**src/design/tdi_pkg.sv**
```systemverilog
// Shared constants and types for the line-trigger camera control link.
// Assumes a single 25 MHz system clock on both ends.
package tdi_pkg;
	localparam int CLK_HZ = 25000000;
	// Master line rate, 23.191 kHz, in millihertz
	localparam longint MASTER_RATE_MHZ = 64'h000000000161DDD8;
	localparam int MASTER_PERIOD_CYC = int'((64'h00000000000003E8 * CLK_HZ) / MASTER_RATE_MHZ);
	// Minimum trigger rate 300 Hz; slower means trigger lost
	localparam int MIN_TRIG_HZ = 300;
	localparam int TRIG_TIMEOUT_CYC = CLK_HZ / MIN_TRIG_HZ;
	// Minimum trigger high time, 100 ns
	localparam int TRIG_HIGH_NS = 100;
	localparam int TRIG_HIGH_CYC = (TRIG_HIGH_NS * (CLK_HZ / 1000000) + 999) / 1000;
	// Valid pixels per line per channel
	localparam int LINE_PIXELS = 512;
	localparam int CHANNELS = 4;
	localparam int GAIN_W = 10;
	localparam int OFFS_W = 10;
	localparam logic [9:0] GAIN_RST = 10'h190;
	localparam logic [9:0] OFFS_RST = 10'h040;
	// Depth shown after reset, matching idle select pins
	localparam logic [6:0] DEPTH_RST = 7'h60;
	// Host register offsets
	localparam logic [3:0] REG_CTRL = 4'h0;
	localparam logic [3:0] REG_STATUS = 4'h1;
	localparam logic [3:0] REG_GAIN0 = 4'h4;
	localparam logic [3:0] REG_OFFS0 = 4'h8;
	localparam logic [3:0] REG_LINES = 4'hC;
	// Control bit positions
	localparam int CTRL_TRIG_EN = 0;
	localparam int CTRL_FRAME = 1;
	localparam int CTRL_SEL_LO = 2;
	localparam int CTRL_SEL_HI = 3;
	localparam int CTRL_STORE = 4;
	localparam int CTRL_RATE_LSB = 8;
	localparam logic [31:0] CTRL_RST = 32'h0000000C;
	typedef enum logic [1:0] {ST_MASTER, ST_SLAVE} op_mode_t;
	typedef enum logic [1:0] {LN_IDLE, LN_OUT} line_state_t;
endpackage

```
**src/design/tdi_link_if.sv**
```systemverilog
// Interface joining the trigger source and the camera control logic.
// Assumes both ends share sys_clk.
interface tdi_link_if;
	logic line_trigger_in;
	logic frame_select_n;
	logic depth_select_lo;
	logic depth_select_hi;
	logic line_valid_out;
	logic line_valid_second_out;
	logic frame_valid_out;
	logic [31:0] pixel_data;
	logic cal_we;
	logic cal_store;
	logic [2:0] cal_addr;
	logic [9:0] cal_data;
	modport camera (input line_trigger_in, frame_select_n, depth_select_lo, depth_select_hi,
		cal_we, cal_store, cal_addr, cal_data,
		output line_valid_out, line_valid_second_out, frame_valid_out, pixel_data);
	modport source (output line_trigger_in, frame_select_n, depth_select_lo, depth_select_hi,
		cal_we, cal_store, cal_addr, cal_data,
		input line_valid_out, line_valid_second_out, frame_valid_out, pixel_data);
endinterface

```
**src/design/sync2.sv**
```systemverilog
// Two-flop synchroniser for one level input.
// Assumes sys_clk domain on the output side.
module sync2 #(
	parameter bit RST_VAL = 1'b0 // Level held in reset, the pin's idle level
) (
	input wire logic sys_clk, // System clock
	input wire logic reset_n, // Synchronous reset, active low
	input wire logic d, // Asynchronous level
	output logic q // Synchronised level
);
	logic s1_r;
	logic s1_nxt;
	logic q_nxt;
	always_comb begin
		s1_nxt = d;
		q_nxt = s1_r;
	end
	always_ff @(posedge sys_clk) begin
		if (!reset_n) begin
			s1_r <= RST_VAL;
			q <= RST_VAL;
		end else begin
			s1_r <= s1_nxt;
			q <= q_nxt;
		end
	end
endmodule

```
**src/design/tdi_camera_ctrl.sv**
```systemverilog
// Camera end: line trigger, master/slave timing, framing, depth, gain/offset.
// Assumes link inputs come from pins and are asynchronous to sys_clk.
// Functional notes
// - Trigger rising edge starts one line readout
// - In slave, no toggling trigger, no valid line data
// - Source keeps trigger at or above 300 Hz; the source here takes any 24-bit period, with no lower rate limit
// - Source holds trigger high 100 ns minimum
// - Framing only in master, fixed line rate
// - Source keeps trigger idle at power-up
// - Frame select low requests framing
// - Depth select decode 96/64/32/16, default 96
// - Small variant decodes 96/64/48/32
// - Working gain/offset writes apply immediately
// - Stored gain/offset apply after next reset
// - No trigger yet: master at 23.191 kHz
// - First trigger enters slave, tracks trigger
// - Slave kept until reset; fault on loss
// - Line valid high only with valid pixels
//
// The register addresses and the plain strobed port were left to the implementer.
module tdi_camera_ctrl #(
	parameter bit SMALL_ARRAY = 1'b0,
	parameter int TRIG_TIMEOUT = tdi_pkg::TRIG_TIMEOUT_CYC
) (
	input wire logic sys_clk, // System clock, 25 MHz
	input wire logic reset_n, // Synchronous reset, active low (power-up)
	tdi_link_if.camera link, // Link to trigger source / frame grabber
	output logic [6:0] tdi_depth, // Active TDI depth in stages
	output logic slave_mode, // High once in slave operation
	output logic trigger_fault, // High when trigger lost in slave
	output logic [9:0] active_gain [4], // Gain per channel in use
	output logic [9:0] active_offset [4] // Offset per channel in use
);
	// ==========================================
	// Input synchronisers
	logic trig_s;
	logic frame_n_s;
	logic sel_lo_s;
	logic sel_hi_s;
	sync2 u_sync_trig (.sys_clk(sys_clk), .reset_n(reset_n), .d(link.line_trigger_in),
		.q(trig_s));
	// Idle-high pins reset high so no false framing or depth follows reset
	sync2 #(.RST_VAL(1'b1)) u_sync_frame (.sys_clk(sys_clk), .reset_n(reset_n),
		.d(link.frame_select_n), .q(frame_n_s));
	sync2 #(.RST_VAL(1'b1)) u_sync_lo (.sys_clk(sys_clk), .reset_n(reset_n),
		.d(link.depth_select_lo), .q(sel_lo_s));
	sync2 #(.RST_VAL(1'b1)) u_sync_hi (.sys_clk(sys_clk), .reset_n(reset_n),
		.d(link.depth_select_hi), .q(sel_hi_s));

	// ==========================================
	// Operating mode and line start
	tdi_pkg::op_mode_t mode_r, mode_nxt;
	logic trig_d_r, trig_d_nxt;
	logic [15:0] rate_cnt_r, rate_cnt_nxt;
	logic [19:0] idle_cnt_r, idle_cnt_nxt;
	logic fault_r, fault_nxt;
	logic line_start;
	logic trig_rise;
	assign trig_rise = trig_s && !trig_d_r;
	always_comb begin
		mode_nxt = mode_r;
		trig_d_nxt = trig_s;
		rate_cnt_nxt = rate_cnt_r;
		idle_cnt_nxt = idle_cnt_r;
		fault_nxt = fault_r;
		line_start = 1'b0;
		case (mode_r)
			tdi_pkg::ST_MASTER: begin
				// Internal line timing until the first trigger
				if (rate_cnt_r == 16'(tdi_pkg::MASTER_PERIOD_CYC - 1)) begin
					rate_cnt_nxt = 16'h0000;
					line_start = 1'b1;
				end else begin
					rate_cnt_nxt = rate_cnt_r + 16'h0001;
				end
				if (trig_rise) begin
					mode_nxt = tdi_pkg::ST_SLAVE;
					line_start = 1'b1;
					idle_cnt_nxt = 20'h00000;
				end
			end
			tdi_pkg::ST_SLAVE: begin
				// Never returns to master until reset
				if (trig_rise) begin
					line_start = 1'b1;
					idle_cnt_nxt = 20'h00000;
					fault_nxt = 1'b0;
				end else if (idle_cnt_r >= 20'(TRIG_TIMEOUT - 1)) begin
					fault_nxt = 1'b1;
				end else begin
					idle_cnt_nxt = idle_cnt_r + 20'h00001;
				end
			end
			default: mode_nxt = tdi_pkg::ST_MASTER;
		endcase
	end
	always_ff @(posedge sys_clk) begin
		if (!reset_n) begin
			mode_r <= tdi_pkg::ST_MASTER;
			trig_d_r <= 1'b0;
			rate_cnt_r <= 16'h0000;
			idle_cnt_r <= 20'h00000;
			fault_r <= 1'b0;
		end else begin
			mode_r <= mode_nxt;
			trig_d_r <= trig_d_nxt;
			rate_cnt_r <= rate_cnt_nxt;
			idle_cnt_r <= idle_cnt_nxt;
			fault_r <= fault_nxt;
		end
	end

	// ==========================================
	// Line readout
	tdi_pkg::line_state_t ln_r, ln_nxt;
	logic [9:0] pix_r, pix_nxt;
	logic line_valid_out_nxt;
	logic frame_valid_out_nxt;
	logic [31:0] data_nxt;
	logic framing;
	logic [9:0] gain_r [4];
	logic [9:0] offs_r [4];
	assign framing = (mode_r == tdi_pkg::ST_MASTER) && !frame_n_s;
	always_comb begin
		ln_nxt = ln_r;
		pix_nxt = pix_r;
		line_valid_out_nxt = 1'b0;
		data_nxt = 32'h00000000;
		frame_valid_out_nxt = framing;
		case (ln_r)
			tdi_pkg::LN_IDLE: begin
				// Data only follows a line start, so in slave a stuck trigger gives none
				if (line_start) begin
					ln_nxt = tdi_pkg::LN_OUT;
					pix_nxt = 10'h000;
				end
			end
			tdi_pkg::LN_OUT: begin
				line_valid_out_nxt = 1'b1;
				for (int c = 0; c < tdi_pkg::CHANNELS; c++) begin
					data_nxt[c*8 +: 8] = 8'(pix_r) + 8'(gain_r[c][9:2]) + 8'(offs_r[c][7:0]);
				end
				if (pix_r == 10'(tdi_pkg::LINE_PIXELS - 1)) begin
					ln_nxt = tdi_pkg::LN_IDLE;
				end else begin
					pix_nxt = pix_r + 10'h001;
				end
			end
			default: ln_nxt = tdi_pkg::LN_IDLE;
		endcase
	end

	// ==========================================
	// Gain and offset: working copy and stored copy
	// Stored copy is never reset; its power-up contents are the defaults
	logic [9:0] gain_nv_r [4] = '{default: tdi_pkg::GAIN_RST};
	logic [9:0] offs_nv_r [4] = '{default: tdi_pkg::OFFS_RST};
	logic [9:0] gain_nxt [4];
	logic [9:0] offs_nxt [4];
	logic [9:0] gain_nv_nxt [4];
	logic [9:0] offs_nv_nxt [4];
	always_comb begin
		gain_nxt = gain_r;
		offs_nxt = offs_r;
		gain_nv_nxt = gain_nv_r;
		offs_nv_nxt = offs_nv_r;
		if (link.cal_we) begin
			if (link.cal_addr[2]) offs_nxt[link.cal_addr[1:0]] = link.cal_data;
			else gain_nxt[link.cal_addr[1:0]] = link.cal_data;
		end
		if (link.cal_store) begin
			gain_nv_nxt = gain_r;
			offs_nv_nxt = offs_r;
		end
	end
	always_ff @(posedge sys_clk) begin
		if (!reset_n) begin
			// Stored copy survives reset and becomes active
			gain_r <= gain_nv_r;
			offs_r <= offs_nv_r;
		end else begin
			gain_r <= gain_nxt;
			offs_r <= offs_nxt;
			gain_nv_r <= gain_nv_nxt;
			offs_nv_r <= offs_nv_nxt;
		end
	end

	// ==========================================
	// Depth decode and output registers
	logic [6:0] depth_nxt;
	always_comb begin
		case ({sel_hi_s, sel_lo_s})
			2'b11: depth_nxt = 7'h60;
			2'b10: depth_nxt = 7'h40;
			2'b01: depth_nxt = SMALL_ARRAY ? 7'h30 : 7'h20;
			default: depth_nxt = SMALL_ARRAY ? 7'h20 : 7'h10;
		endcase
	end
	always_ff @(posedge sys_clk) begin
		if (!reset_n) begin
			ln_r <= tdi_pkg::LN_IDLE;
			pix_r <= 10'h000;
			link.line_valid_out <= 1'b0;
			link.line_valid_second_out <= 1'b0;
			link.frame_valid_out <= 1'b0;
			link.pixel_data <= 32'h00000000;
			tdi_depth <= tdi_pkg::DEPTH_RST;
			slave_mode <= 1'b0;
			trigger_fault <= 1'b0;
		end else begin
			ln_r <= ln_nxt;
			pix_r <= pix_nxt;
			link.line_valid_out <= line_valid_out_nxt;
			link.line_valid_second_out <= line_valid_out_nxt;
			link.frame_valid_out <= frame_valid_out_nxt;
			link.pixel_data <= data_nxt;
			tdi_depth <= depth_nxt;
			slave_mode <= (mode_nxt == tdi_pkg::ST_SLAVE);
			trigger_fault <= fault_nxt;
		end
	end
	assign active_gain = gain_r;
	assign active_offset = offs_r;
endmodule

```
**src/flat_wrapper.sv**
```systemverilog
// flat-port wrapper written by rule: the top's interface ports become plain ports
module tdi_camera_ctrl_flat 
#(
	parameter bit SMALL_ARRAY = 1'b0,
	parameter int TRIG_TIMEOUT = tdi_pkg::TRIG_TIMEOUT_CYC
)
  (sys_clk, reset_n, tdi_depth, slave_mode, trigger_fault, active_gain, active_offset, link_line_trigger_in, link_frame_select_n, link_depth_select_lo, link_depth_select_hi, link_cal_we, link_cal_store, link_cal_addr, link_cal_data, link_line_valid_out, link_line_valid_second_out, link_frame_valid_out, link_pixel_data);
  tdi_link_if link_i ();
  input wire logic sys_clk;
  input wire logic reset_n;
  output logic [6:0] tdi_depth;
  output logic slave_mode;
  output logic trigger_fault;
  output logic [9:0] active_gain[4];
  output logic [9:0] active_offset[4];
  input wire logic [$bits(link_i.line_trigger_in)-1:0] link_line_trigger_in;
  input wire logic [$bits(link_i.frame_select_n)-1:0] link_frame_select_n;
  input wire logic [$bits(link_i.depth_select_lo)-1:0] link_depth_select_lo;
  input wire logic [$bits(link_i.depth_select_hi)-1:0] link_depth_select_hi;
  input wire logic [$bits(link_i.cal_we)-1:0] link_cal_we;
  input wire logic [$bits(link_i.cal_store)-1:0] link_cal_store;
  input wire logic [$bits(link_i.cal_addr)-1:0] link_cal_addr;
  input wire logic [$bits(link_i.cal_data)-1:0] link_cal_data;
  output wire logic [$bits(link_i.line_valid_out)-1:0] link_line_valid_out;
  output wire logic [$bits(link_i.line_valid_second_out)-1:0] link_line_valid_second_out;
  output wire logic [$bits(link_i.frame_valid_out)-1:0] link_frame_valid_out;
  output wire logic [$bits(link_i.pixel_data)-1:0] link_pixel_data;
  assign link_i.line_trigger_in = link_line_trigger_in;
  assign link_i.frame_select_n = link_frame_select_n;
  assign link_i.depth_select_lo = link_depth_select_lo;
  assign link_i.depth_select_hi = link_depth_select_hi;
  assign link_i.cal_we = link_cal_we;
  assign link_i.cal_store = link_cal_store;
  assign link_i.cal_addr = link_cal_addr;
  assign link_i.cal_data = link_cal_data;
  assign link_line_valid_out = link_i.line_valid_out;
  assign link_line_valid_second_out = link_i.line_valid_second_out;
  assign link_frame_valid_out = link_i.frame_valid_out;
  assign link_pixel_data = link_i.pixel_data;
  tdi_camera_ctrl #(.SMALL_ARRAY(SMALL_ARRAY), .TRIG_TIMEOUT(TRIG_TIMEOUT)) u_core (.sys_clk(sys_clk), .reset_n(reset_n), .link(link_i), .tdi_depth(tdi_depth), .slave_mode(slave_mode), .trigger_fault(trigger_fault), .active_gain(active_gain), .active_offset(active_offset));
endmodule
```
**config.mk**
```make
export PLATFORM = sky130hd
export DESIGN_NAME = tdi_camera_ctrl_flat
export DESIGN_NICKNAME = d
export VERILOG_FILES = /design/src/design/tdi_pkg.sv /design/src/design/tdi_link_if.sv /design/src/design/sync2.sv /design/src/design/tdi_camera_ctrl.sv /design/src/flat_wrapper.sv
export SDC_FILE = /design/constraint.sdc
export NUM_CORES = 1
export LEC_CHECK = 0
export ABC_AREA = 1
export CAP_MARGIN = 30
export CORE_ASPECT_RATIO = 0.75
export CORE_UTILIZATION = 45
export DETAILED_ROUTE_END_ITERATION = 12
export DONT_BUFFER_PORTS = 1
export HOLD_SLACK_MARGIN = 0.03
export PLACE_DENSITY_LB_ADDON = 0.12
export SLEW_MARGIN = 20
export SYNTH_ARGS = -nofsm -noshare
export SYNTH_HDL_FRONTEND = slang
export SYNTH_SLANG_ARGS = --single-unit
```
**constraint.sdc**
```tcl
create_clock -name sys_clk -period 5.4 [get_ports sys_clk]
set_input_delay 0.54 -clock sys_clk [delete_from_list [all_inputs] [get_ports sys_clk]]
set_output_delay 0.54 -clock sys_clk [all_outputs]
set_load 0.03 [all_outputs]
```
==> qor.yml <==
worst_setup_path:
  reg2reg_from: "u_core.pix_r[1]"
  end_kind: "flip-flop"
  critPathArrivalTime_ns: 3.20
  worstSetupStartpoint: "u_core.pix_r[1]"
  crit_path_max_fanout: 8
  cp_slowest_cell: "dfxtp_1"
  cp_cell_sequence: "fa_1 -> ha_1 -> fa_1 -> nand3_1 -> nand3_1 -> a21oi_1 -> nor2_1 -> nor2_1 -> a21oi_1 -> o21a_1"
  critPathRequiredTime_ns: 5.85
  cp.depth: 10
  rr_worst_depth: 10
  path_buf_inv: 0
  crit_family: "adder cells"
  worstSetupPathType: "flip-flop to flip-flop"
  r2r-end: "u_core.link.pixel_data[31]"
  max_stage_delay_ns: 0.73
  cp-endpoint: "u_core.link.pixel_data[31]"
  r2r_slack_ns: 2.65
  start_kind: "flip-flop"
detailed_routing:
  vias_per_cell: 5.23
  drt_first_pass_iters: 4
  ant_nets: 0
  drc_errors: 0
  dr.first_iter.drc_count: 643
  wire_per_inst_um: 19.4
  route.vias.total: 7598
  wl_um: 28200
clocking:
  cts-root-buf: "clkbuf_16"
  cts-hold-fix-buffers: 0
  numCtsBuffers: 27
  clock_latency_ns: 0.55
  post_cts_buffers: 0
  htreeDepth: 1
  cts_buffer_depth: 3
  clock_sinks: 257
  clk_pin_slew_ns: 0.07
  tritoncts: "built"
  cts_resized: 0
sta:
  finalHoldViolCount: 0
  relSlewSlack: 0.445
  fin_worst_skew_ns: 0.0254
  rsz0062_at_grt: "false"
  period_minus_slack_ns: 2.75
  slew_viol_final: 0
  finalCritPeriodShare: 0.509
  tns_ns: 0
  holdWs_ns: 0.0953
  timing.fmax_ghz: 0.364
  tightest_slew_ns: 0.830
  setup_violations: 0
outcome:
  status: "finished clean"
min_path:
  hold_path_class: "input pin to flip-flop"
power_and_ir_drop:
  clock_power_share: 0.421
  power.switching_mw: 1.18
  switching_share: 0.254
  powerDensity_nw_per_um2: 367
  comb_power_share: 0.069
  p_int_mw: 3.46
  p_leak_nw: 4.77
  peakVddDrop_mv: 0.241
  totalPowerFinal_mw: 4.64
  seqPwrFrac: 0.510
synth:
  synth_top_family_by_area: "simple AND/OR/NAND/NOR gates"
  ys_seq_elements: 257
  ys_types: 43
  synth_fa_ha_area_frac: 0.0879
  ys_top_cells_by_area: "edfxtp_1, dfxtp_1, nand2_1"
  ys_seq_area_frac: 0.591
  ys_warn_count: 0
  synth.cell_area_um2: 11400
  synthSimpleGateAreaFrac: 0.168
  syn_area_per_cell_um2: 10.5
  yosysTopAreaCell: "edfxtp_1"
  synthXorXnorAreaFrac: 0.0169
  synth-compound-area-share: 0.0858
  synth_cells: 1092
  muxShareOfSynthArea: 0
  synth_top_area_frac: 0.421
cells_and_area:
  finalNetCount: 1174
  stdcell_count: 1452
  layout_common_cells: "nand2_1, edfxtp_1, o21ai_0, dfxtp_1, inv_1"
  layout_commonest_cell: "nand2_1"
  syn2layout_area_growth_pct: 10.9
  drive_gt1_frac: 0.0854
run:
  cap_violations: 0
global_routing:
  grt_max_degree: 64
  grt-ovfl-total: 0
  grt_pass1_vias: 7153
  antenna_found_initial: 1
  grt_first_pass_wirelength_um: 42900
  grt.total_usage: 0.219
die:
  die_h_um: 140
  die_x_um: 186
  die-area_um2: 26000
  rows: 50
  io_pins: 145
  initial_core_util: 0.458
  core_area_um2: 25000
placed_design:
  port_buffers: 0
  gp_congestion: 0.887
  dp_hpwl_um: 18700
  dp.cells: 1401
-- area by class of cell --
cell class	instances	area, um^2
clock buffer	37	821
sequential	257	6750
fill	2252	12300
multi-input combinational	701	4110
clock inverter	13	125
tap	338	423
timing repair buffer	10	75.1
antenna	1	2.50
inverter	95	360
-- power by group through the flow --
stage | Combinational (mW) | Clock (mW) | Sequential (mW)
global route | 0.364 | 2.06 | 2.38
detailed placement | 0.319 | 0 | 2.41
floorplan | 0.239 | 0 | 2.38
CTS | 0.322 | 1.99 | 2.37
global placement | 0.312 | 0 | 2.41
finish | 0.319 | 1.95 | 2.37
-- cell usage after synthesis (all sizes together) --
cell type / count
xnor2: 9
nor3: 19
fa: 32
nand3b: 3
nor2: 95
xor2: 13
a211oi: 3
o21a: 4
nor3b: 2
o21ai: 106
clkbuf: 24
a21oi: 68
o21bai: 3
nand2: 211
or2: 12
conb: 1
buf: 19
a21o: 1
nand3: 68
dfxtp: 97
ha: 29
edfxtp: 160
clkinv: 1
nor4: 5
a31oi: 1
nor4b: 1
nand4: 10
a31o: 1
inv: 94
-- how the worst min path moves through the flow --
stage | slack (ns) | depth (start not counted) | start | to
after floorplan | 0.37 | 1 | u_core.u_sync_frame.q | u_core.link.frame_valid_out
after global placement | 0.39 | 1 | u_core.u_sync_lo.q_nxt | u_core.u_sync_lo.q
after detailed placement | 0.40 | 2 | u_core.u_sync_trig.q_nxt | u_core.u_sync_trig.q
after CTS | 0.07 | 2 | link_line_trigger_in | u_core.u_sync_trig.q_nxt
after global routing | 0.08 | 1 | link_frame_select_n | u_core.u_sync_frame.q_nxt
final | 0.1 | 2 | link_line_trigger_in | u_core.u_sync_trig.q_nxt
-- flip-flops by register name (all words and copies together), names as in the netlist, 2 cells and up --
name	flops
u_core.tdi_depth	3
u_core.idle_cnt_r	20
u_core.link.pixel_data	32
u_core.active_offset	40
u_core.active_gain	40
u_core.rate_cnt_r	16
u_core.offs_nv_r	40
u_core.gain_nv_r	40
u_core.pix_r	10
u_core.mode_r	2
-- worst reg2reg max path: stages (launching register included) --
cell and delay [ns]:
dfxtp_1 0.73, fa_1 0.55, ha_1 0.24, fa_1 0.41, nand3_1 0.11, nand3_1 0.11, a21oi_1 0.15, nor2_1 0.05
nor2_1 0.11, a21oi_1 0.08, o21a_1 0.14
-- per-stage QoR --
stage          setup slack [ns]  cell area [um^2]   util
3_3_place_gp               2.73             11700  0.468
3_5_place_dp               2.68             11700  0.469
2_1_floorplan              2.26             11400      -
5_1_grt                    2.53             12700  0.507
4_1_cts                    2.69             12700  0.507
6_report                   2.65             12700  0.507
-- per-layer routing --
| metal | GRT usage | wire (um) | vias up | part of all wire |
|---|---|---|---|---|
| met5 | 0 | 0 | - | 0 |
| met4 | 0.0647 | 742 | 0 | 0.026 |
| met3 | 0.0712 | 2490 | 44 | 0.088 |
| met2 | 0.304 | 11600 | 227 | 0.41 |
| met1 | 0.324 | 13400 | 3637 | 0.47 |
| li1 | - | - | 3690 | - |
-- cell families (layout without fill, tap and decap cells) --
family                     after synthesis  count (layout)
AOI/OAI and AO/OA                      187             187
buffers and inverters                  138             155
other                                    1               6
and+or+nand+nor                        426             426
adders and majority gates               61              61
xor gates and xnor gates                22              22
DFF                                    257             257
Power figures use the tool's default switching activity.
